$ cat config.mk
export PLATFORM = sky130hd
export DESIGN_NAME = almon_monitor
export DESIGN_NICKNAME = d
export VERILOG_FILES = /design/src/almon_pkg.sv /design/src/almon_monitor.sv
export SDC_FILE = /design/constraint.sdc
export NUM_CORES = 2
export LEC_CHECK = 0
export BUFFER_PORTS_ARGS = -buffer_cell sky130_fd_sc_hd__buf_2
export CAP_MARGIN = 20
export CORE_MARGIN = 1.5
export CORE_UTILIZATION = 25
export DETAILED_ROUTE_END_ITERATION = 16
export SYNTH_ARGS = -nofsm -noshare
export SYNTH_HDL_FRONTEND = slang
export SYNTH_SLANG_ARGS = --single-unit
$ cat constraint.sdc
create_clock -name pclk -period 5.2 [get_ports pclk]
set_clock_uncertainty 0.2 [all_clocks]
set_input_delay 0 -clock pclk [delete_from_list [all_inputs] [get_ports pclk]]
set_output_delay 0 -clock pclk [all_outputs]
set_load 0.02 [all_outputs]
$ cat src/almon_pkg.sv
/*
  constants, field layouts and carrier types for the alert limit and min/max monitor.
  assumes a 100 MHz apb clock domain and one conversion result delivered per strobe.
*/
`default_nettype none
package almon_pkg;
  // channel set and code widths
  localparam int NCH = 9;
  localparam int CH_TEMP = 8;
  localparam int CODE_W = 10;
  localparam int PAD_W = 6;
  localparam int AW = 12;
  localparam int DW = 32;
  // power-up values of the left-aligned 16-bit registers
  localparam logic [15:0] LIM_HI_RST = 16'hffc0;
  localparam logic [15:0] LIM_LO_RST = 16'h0000;
  localparam logic [15:0] HYST_RST = 16'h0000;
  localparam logic [15:0] MIN_RST = 16'hffc0;
  localparam logic [15:0] MAX_RST = 16'h0000;
  // byte address layout: read-and-reset alias bit, group, register index
  localparam int ADDR_RR_BIT = 10;
  localparam int GRP_LSB = 6;
  localparam int IDX_LSB = 2;
  localparam logic [2:0] GRP_MISC = 3'h0;
  localparam logic [2:0] GRP_HI = 3'h1;
  localparam logic [2:0] GRP_LO = 3'h2;
  localparam logic [2:0] GRP_HYS = 3'h3;
  localparam logic [2:0] GRP_MIN = 3'h4;
  localparam logic [2:0] GRP_MAX = 3'h5;
  localparam logic [3:0] IDX_CFG = 4'h0;
  localparam logic [3:0] IDX_AFLAG = 4'h1;
  localparam logic [3:0] IDX_TFLAG = 4'h2;
  localparam logic [3:0] IDX_RESULT = 4'h3;
  // result word fields
  localparam int RES_CODE_LSB = 6;
  localparam int RES_CHID_LSB = 2;
  localparam int RES_TANY_BIT = 1;
  localparam int RES_AANY_BIT = 0;
  // alert pin source selection: a channel number or any channel
  localparam logic [3:0] SEL_ANY = 4'hf;
  localparam logic [11:0] CFG_RST = 12'hff0;
  // one conversion result from the converter
  typedef struct packed {
    logic [3:0] chan;
    logic [9:0] code;
  } almon_conv_t;
  // configuration word, bit 11 first
  typedef struct packed {
    logic [3:0] sel1;
    logic [3:0] sel0;
    logic pin1_en;
    logic pin0_en;
    logic pol_high;
    logic hyst_en;
  } almon_cfg_t;
  // apb read capture state
  typedef enum logic [1:0] {
    ST_IDLE = 2'b01,
    ST_HELD = 2'b10
  } almon_apb_st_t;
endpackage : almon_pkg
`default_nettype wire

$ cat src/almon_monitor.sv
/*
  limit checking with hysteresis, alert flags, alert pins, and min/max tracking per channel, as an apb slave.
  assumes conversion results arrive synchronous to pclk as a one-cycle conv_valid strobe; channel 8 is temperature.
*/
// Our own choices: the APB interface to the registers and the placing of the registers.
// Overview of operation
// limits and hysteresis are 10-bit values left-aligned in 16 bits, low six zero.
// reset loads low limits and hysteresis with zero, high limits with 0xffc0.
// a result strictly above the high limit raises that channel's high alert.
// a result strictly below the low limit raises that channel's low alert.
// with hysteresis on, release needs N codes below high or above low limit.
// two alert pins follow a selected channel's violation, polarity set by configuration.
// unread flags follow the next conversion, and the pin drops when back in range.
// result words carry summary bits for any channel currently in violation.
// two flag registers, voltage and temperature, high and low bit per channel.
// voltage flag bit 14 is channel 7 low, bit 3 is channel 1 high.
// channel n low flag is bit 2n, high is 2n+1; temperature uses bits 0,1.
// later violations on other channels set their own flags beside earlier ones.
// flags update on every conversion and clear when back within limits.
// read-and-reset access to a flag register returns flags and clears them.
// writing 0xffff or 0x0003 to the flag registers clears all their flags.
// per channel min and max results are tracked, read-only, left-aligned.
// any write to a min or max register restores its power-up value.
// read-and-reset access to min or max returns the value then restores it.
// reset sets every minimum to 0xffc0 and every maximum to zero.
// without hysteresis or with zero count, alerts clear once back within the limit.
// the host flags read-and-reset with both pointer bits; here the alias address bit.
`timescale 1ns/1ps
`default_nettype none
module almon_monitor (
  input wire logic pclk,
  input wire logic presetn,
  input wire logic pclk_en,
  input wire logic psel,
  input wire logic penable,
  input wire logic pwrite,
  input wire logic [almon_pkg::AW-1:0] paddr,
  input wire logic [almon_pkg::DW-1:0] pwdata,
  output logic [almon_pkg::DW-1:0] prdata,
  output logic pready,
  output logic pslverr,
  input wire logic conv_valid,
  input wire almon_pkg::almon_conv_t conv,
  output logic first_alert_output_pin,
  output logic second_alert_output_pin
);
  import almon_pkg::*;

  // true when a group/index pair names a mapped register
  function automatic logic addr_hit(input logic [2:0] g, input logic [3:0] i);
    if (g == GRP_MISC) begin
      addr_hit = (i <= IDX_RESULT);
    end else begin
      addr_hit = (g <= GRP_MAX) && (i < 4'(NCH));
    end
  endfunction : addr_hit

  // pin level from alert activity, enable and polarity
  function automatic logic pin_level(input logic act, input logic en, input logic pol);
    pin_level = en ? (pol ? act : ~act) : ~pol;
  endfunction : pin_level

  almon_cfg_t cfg_r;
  almon_apb_st_t st_r;
  almon_apb_st_t st_nxt;
  logic [DW-1:0] prdata_r;
  logic [DW-1:0] rd_word;
  logic [3:0] res_chan_r;
  logic [CODE_W-1:0] res_code_r;
  logic pin0_r;
  logic pin1_r;
  logic [CODE_W-1:0] hi_v [NCH];
  logic [CODE_W-1:0] lo_v [NCH];
  logic [CODE_W-1:0] hy_v [NCH];
  logic [CODE_W-1:0] mn_v [NCH];
  logic [CODE_W-1:0] mx_v [NCH];
  logic [NCH-1:0] ah_v;
  logic [NCH-1:0] al_v;
  logic [NCH-1:0] fh_v;
  logic [NCH-1:0] fl_v;
  logic [15:0] aflag_w;
  logic [15:0] tflag_w;

  // address decode
  wire [2:0] grp = paddr[GRP_LSB +: 3];
  wire [3:0] idx = paddr[IDX_LSB +: 4];
  wire rr_alias = paddr[ADDR_RR_BIT];
  wire hit = addr_hit(grp, idx);
  wire done = psel & penable & pready;
  wire wr_go = done & pwrite & hit & pclk_en;
  wire rr_go = done & ~pwrite & hit & rr_alias & pclk_en;
  wire capture = pclk_en & psel & ~pwrite & (st_r == ST_IDLE);
  wire is_aflag = (grp == GRP_MISC) && (idx == IDX_AFLAG);
  wire is_tflag = (grp == GRP_MISC) && (idx == IDX_TFLAG);

  // apb handshake: ready once read data has been captured, error on unmapped address
  assign st_nxt = done ? ST_IDLE : ((psel && st_r == ST_IDLE && (pwrite || pclk_en)) ? ST_HELD : st_r);
  assign pready = psel & penable & pclk_en & (st_r == ST_HELD);
  assign pslverr = pready & ~hit;
  assign prdata = prdata_r;

  // summary alert bits over all channels
  wire a_any = |(ah_v[CH_TEMP-1:0] | al_v[CH_TEMP-1:0]);
  wire t_any = ah_v[CH_TEMP] | al_v[CH_TEMP];

  // flag words: voltage channel n low at 2n, high at 2n+1; temperature low at bit 0, high at bit 1
  genvar f;
  generate
    for (f = 0; f < CH_TEMP; f++) begin : g_fw
      assign aflag_w[2*f] = fl_v[f];
      assign aflag_w[2*f+1] = fh_v[f];
    end
  endgenerate
  assign tflag_w = {14'h0000, fh_v[CH_TEMP], fl_v[CH_TEMP]};

  // bits to clear: write-one-to-clear data, or the captured value on read-and-reset
  wire [15:0] clr_a = (wr_go & is_aflag) ? pwdata[15:0] : ((rr_go & is_aflag) ? prdata_r[15:0] : 16'h0000);
  wire [15:0] clr_t = (wr_go & is_tflag) ? pwdata[15:0] : ((rr_go & is_tflag) ? prdata_r[15:0] : 16'h0000);

  // read mux, limit and min/max values left-aligned with zero padding
  wire [3:0] ci = (idx < 4'(NCH)) ? idx : 4'h0;
  always_comb begin
    rd_word = '0;
    case (grp)
      GRP_MISC: begin
        case (idx)
          IDX_CFG: rd_word = {20'h00000, cfg_r};
          IDX_AFLAG: rd_word = {16'h0000, aflag_w};
          IDX_TFLAG: rd_word = {16'h0000, tflag_w};
          IDX_RESULT: rd_word = {16'h0000, res_code_r, res_chan_r, t_any, a_any};
          default: rd_word = '0;
        endcase
      end
      GRP_HI: rd_word = {16'h0000, hi_v[ci], 6'h00};
      GRP_LO: rd_word = {16'h0000, lo_v[ci], 6'h00};
      GRP_HYS: rd_word = {16'h0000, hy_v[ci], 6'h00};
      GRP_MIN: rd_word = {16'h0000, mn_v[ci], 6'h00};
      GRP_MAX: rd_word = {16'h0000, mx_v[ci], 6'h00};
      default: rd_word = '0;
    endcase
    if (!hit) begin
      rd_word = '0;
    end
  end

  // bus state, captured read data, configuration
  always_ff @(posedge pclk or negedge presetn) begin
    if (!presetn) begin
      st_r <= ST_IDLE;
      prdata_r <= '0;
      cfg_r <= CFG_RST;
    end else if (pclk_en) begin
      st_r <= st_nxt;
      if (capture) begin
        prdata_r <= rd_word;
      end
      if (wr_go && grp == GRP_MISC && idx == IDX_CFG) begin
        cfg_r <= pwdata[11:0];
      end
    end
  end

  // last result word and registered alert pins
  wire sel0_act = (cfg_r.sel0 == SEL_ANY) ? (a_any | t_any) : (cfg_r.sel0 < 4'(NCH) && (ah_v[cfg_r.sel0 % NCH] | al_v[cfg_r.sel0 % NCH]));
  wire sel1_act = (cfg_r.sel1 == SEL_ANY) ? (a_any | t_any) : (cfg_r.sel1 < 4'(NCH) && (ah_v[cfg_r.sel1 % NCH] | al_v[cfg_r.sel1 % NCH]));
  always_ff @(posedge pclk or negedge presetn) begin
    if (!presetn) begin
      res_chan_r <= 4'h0;
      res_code_r <= '0;
      pin0_r <= 1'b1;
      pin1_r <= 1'b1;
    end else if (pclk_en) begin
      if (conv_valid) begin
        res_chan_r <= conv.chan;
        res_code_r <= conv.code;
      end
      pin0_r <= pin_level(sel0_act, cfg_r.pin0_en, cfg_r.pol_high);
      pin1_r <= pin_level(sel1_act, cfg_r.pin1_en, cfg_r.pol_high);
    end
  end
  assign first_alert_output_pin = pin0_r;
  assign second_alert_output_pin = pin1_r;

  // per channel limits, alert state, flags and min/max
  genvar i;
  generate
    for (i = 0; i < NCH; i++) begin : g_ch
      logic [CODE_W-1:0] hi_r;
      logic [CODE_W-1:0] lo_r;
      logic [CODE_W-1:0] hy_r;
      logic [CODE_W-1:0] mn_r;
      logic [CODE_W-1:0] mx_r;
      logic ah_r;
      logic al_r;
      logic fh_r;
      logic fl_r;
      logic clr_lo;
      logic clr_hi;
      if (i == CH_TEMP) begin : g_t
        assign clr_lo = clr_t[0];
        assign clr_hi = clr_t[1];
      end else begin : g_a
        assign clr_lo = clr_a[2*i];
        assign clr_hi = clr_a[2*i+1];
      end
      wire cv = conv_valid & (conv.chan == 4'(i));
      wire [CODE_W:0] code_x = {1'b0, conv.code};
      wire hys = cfg_r.hyst_en;
      // alert with hysteresis hold
      wire hi_nxt = (code_x > {1'b0, hi_r}) | (ah_r & hys & ((code_x + {1'b0, hy_r}) > {1'b0, hi_r}));
      wire lo_nxt = (code_x < {1'b0, lo_r}) | (al_r & hys & (code_x < ({1'b0, lo_r} + {1'b0, hy_r})));
      wire wsel = wr_go & (idx == 4'(i));
      wire mn_clr = (wsel & grp == GRP_MIN) | (rr_go & grp == GRP_MIN & idx == 4'(i) & mn_r == prdata_r[15:6]);
      wire mx_clr = (wsel & grp == GRP_MAX) | (rr_go & grp == GRP_MAX & idx == 4'(i) & mx_r == prdata_r[15:6]);
      wire [CODE_W-1:0] mn_base = mn_clr ? MIN_RST[15:6] : mn_r;
      wire [CODE_W-1:0] mx_base = mx_clr ? MAX_RST[15:6] : mx_r;
      always_ff @(posedge pclk or negedge presetn) begin
        if (!presetn) begin
          hi_r <= LIM_HI_RST[15:6];
          lo_r <= LIM_LO_RST[15:6];
          hy_r <= HYST_RST[15:6];
          mn_r <= MIN_RST[15:6];
          mx_r <= MAX_RST[15:6];
          ah_r <= 1'b0;
          al_r <= 1'b0;
          fh_r <= 1'b0;
          fl_r <= 1'b0;
        end else if (pclk_en) begin
          if (wsel && grp == GRP_HI) begin
            hi_r <= pwdata[15:6];
          end
          if (wsel && grp == GRP_LO) begin
            lo_r <= pwdata[15:6];
          end
          if (wsel && grp == GRP_HYS) begin
            hy_r <= pwdata[15:6];
          end
          if (cv) begin
            ah_r <= hi_nxt;
            al_r <= lo_nxt;
          end
          // conversion beats a clear in the same cycle
          fh_r <= cv ? hi_nxt : (fh_r & ~clr_hi);
          fl_r <= cv ? lo_nxt : (fl_r & ~clr_lo);
          mn_r <= (cv && conv.code < mn_base) ? conv.code : mn_base;
          mx_r <= (cv && conv.code > mx_base) ? conv.code : mx_base;
        end
      end
      assign hi_v[i] = hi_r;
      assign lo_v[i] = lo_r;
      assign hy_v[i] = hy_r;
      assign mn_v[i] = mn_r;
      assign mx_v[i] = mx_r;
      assign ah_v[i] = ah_r;
      assign al_v[i] = al_r;
      assign fh_v[i] = fh_r;
      assign fl_v[i] = fl_r;
    end
  endgenerate

  wire c0 = pclk_en & conv_valid & (conv.chan == 4'h1);
  wire c7 = pclk_en & conv_valid & (conv.chan == 4'h7);
endmodule : almon_monitor
`default_nettype wire

==> qor.txt <==
Status -> finished clean
Setup TNS -> 0 ns
Clock transition at the registers of the reported paths -> 0.06 ns
Slowest CP cell -> nand4_1
Critical Path Most Common Cell -> nand2_1
Total GRT Usage -> 0.186
Worst endpoint required time -> 5.52 ns
Final wirelength -> 182 mm
Post-synth ARST share -> 1.00
Via-to-Cell Ratio -> 5.47
Num CTS Buffers -> 66
Hold Path Class -> in -> reg
Peak VDD IR -> 242 uV
Leak -> 0.0235 uW
Via count -> 40900
Number of global-route vias before repair -> 40100
Unrepaired setup endpoints after global routing -> no
Slowest Stage Delay on Critical Path -> 0.71 ns
Worst-margin pin slew -> 1.19 ns
Die width -> 437 um
H-tree depth -> 3
GPL Wtd Cong -> 0.960
Synth cell types -> 93
Critical Path Source Type -> flip-flop
WP data arrival -> 5.03 ns
ANT nets after route -> 0
Wire per inst -> 24.4 um
Initial antenna violation count -> 20
Full die area -> 191000 um2
TritonCTS clock tree -> built
Synth Flop Type -> dfrtp_1
Max-cap violation count -> 0
DR WL met2 -> 80.2 mm
Hpwl dp -> 133 mm
Design area -> 53700 um2
Largest net degree at the start of global routing -> 141
Iteration-0 DRC Markers -> 3790
Cell row count -> 159
Final setup fails -> 0
Post-layout minimum cycle time -> 4.71 ns
DP Area -> 50900 um2
Core outline area -> 188000 um2
Starting Density -> 0.251
CP Cell Sequence -> nand2_1 -> nor3_4 -> nand4_1 -> buf_4 -> o21ai_0 -> nand3_1 -> nand2_1 -> ha_1 -> a2111oi_0 -> nand2_1 -> o21ai_0 -> nor2_1 -> a22o_1
Worst Path Max Fanout -> 11
Yosys reg bits -> 532
Yosys Warn Count -> 0
Top Layer Used -> met5
Cells after synthesis -> 4800
Clk sinks -> 532
Met3 routed WL -> 16.2 mm
Grt ovf -> 0
Die H -> 437 um
M1 WL -> 75.4 mm
Critical Path End Type -> flip-flop
Synthesized area -> 47200 um2
PortBufs -> 64
Final period util -> 0.906
Number of cells on the worst hold path -> 6
Average size of a mapped cell -> 9.82 um2
First-pass GRT wire length -> 267 mm
Worst r2r path cells -> 13
Minimum hold slack -> 0.0684 ns
Power per cell area -> 251 nW/um2
Critical path class -> reg -> reg
Latest clock arrival within the worst-skew pair -> 0.67 ns
Overall power -> 13500 uW
Hold Vio Cnt, Final -> 0
Root buffer cell -> clkbuf_16
Sequential fraction of the synthesis area -> 0.287
Nets -> 5715
Detailed Routing Iterations Pass 1 -> 8
Slew headroom -> 0.203
Most frequent cells in the layout -> 699 x ha_1, 341 x dfrtp_1, 300 x nand2_1
P&R area growth vs syn -> 13.9%
Fmax -> 0.212 GHz
DRC violations left -> 0
Most common cell after layout, fill and taps aside -> ha_1
IO Pins -> 101
Post-synth EDFFs -> 0
CTS Buffer Depth -> 3
Share of cells above drive strength 1 -> 0.190
Slew Viols, Final -> 0
worst paths after layout:
check                                               to  slack, ns                startpoint
setup / recovery           g_ch[7].mx_r[6]$_DFFE_PN0P_       0.49       st_r[1]$_DFFE_PN0P_
hold / removal                  prdata[14]$_DFFE_PN0P_       0.07                  paddr[3]
setup reg to reg           g_ch[7].mx_r[6]$_DFFE_PN0P_       0.49       st_r[1]$_DFFE_PN0P_
hold reg to reg               g_ch[6].fl_r$_DFFE_PN0P_       0.28  g_ch[6].fl_r$_DFFE_PN0P_
max in group asynchronous  g_ch[1].mx_r[2]$_DFFE_PN0P_       3.42                   presetn
min in group asynchronous  g_ch[3].mn_r[5]$_DFFE_PN1P_       0.43                   presetn
critical path, delay by kind of cell, from the launching register on:
family          cells  cell delay, ns
compound gates      4            1.24
fa+ha+maj           1            0.27
simple gates        7            1.95
flops               1            0.43
buf+inv             1            0.45
flip-flops by register name, summed over array words and instances, names as in the netlist:
register                 count
g_ch.hi_r                   90
g_ch.hy_r                   90
g_ch.lo_r                   90
g_ch.mn_r                   90
g_ch.mx_r                   90
prdata                      16
cfg_r                       11
res_code_r                  10
g_ch.ah_r                    9
g_ch.al_r                    9
g_ch.fh_r                    9
g_ch.fl_r                    9
res_chan_r                   4
st_r                         2
first_alert_output_pin       1
g_ch.hys                     1
second_alert_output_pin      1
power by group:
part | total, uW | switching [uW] | leakage [uW] | internal [uW]
registers | 5110 | 556 | 0.00646 | 4550
logic | 3430 | 1960 | 0.0160 | 1470
clock network | 4930 | 2030 | 0.00111 | 2900
cells by family (layout without fill, tap and decap cells):
kind of cell / Yosys count / after routing / synth area share
flip-flops: 532 / 532 / 0.287
multiplexers: 480 / 480 / 0.136
buffers and inverters: 493 / 662 / 0.0427
AO/OA/AOI/OAI: 1144 / 1144 / 0.164
other: 1 / 22 / 0.0000795
XOR/XNOR: 306 / 306 / 0.0568
AND/OR/NAND/NOR: 1127 / 1127 / 0.120
adder cells (fa/ha/maj): 717 / 717 / 0.193
Yosys cell counts, types with 143 or more instances:
library cell / n / area [um2]
dfstp_2: 191 / 5020
ha_1: 699 / 8750
nor2_1: 241 / 905
nand2_1: 301 / 1130
dfrtp_1: 341 / 8530
a21oi_1: 281 / 1410
xor2_1: 143 / 1250
xnor2_1: 163 / 1430
mux2_2: 286 / 3220
inv_1: 295 / 1110
a21o_1: 176 / 1320
o21ai_0: 223 / 1120
repair_timing:
item,4_1_cts,5_1_grt
resized for setup,0,0
hold endpoints to repair,767,0
hold buffers,57,0
buffers inserted,0,0
routing by layer:
layer  track usage  vias up
li1              -    18100
met1         0.242    20400
met2         0.288     1862
met3        0.0406      510
met4        0.0930        8
met5             0        -
per-stage QoR:
| step | setup WS (ns) | instances | util |
|---|---|---|---|
| final | 0.488 | 7485 | 0.286 |
| after global routing | 0.215 | 7480 | 0.286 |
| after CTS | 0.637 | 7478 | 0.286 |
| after detailed placement | 0.622 | 7302 | 0.271 |
| after global placement | 0.561 | 7301 | 0.271 |
| after floorplan | 1.37 | 4815 | - |
final cells by class:
class                   count  area [um2]
clock buffers              99        2060
well taps                2495        3120
flip-flops and latches    532       13600
fillers                 19500      134000
multi-input cells        3790       31700
clock inverters            20         193
diodes                      6        15.0
repair buffers            248        1990
inverters                 295        1110
No activity file was read; power rests on OpenSTA's default activity.
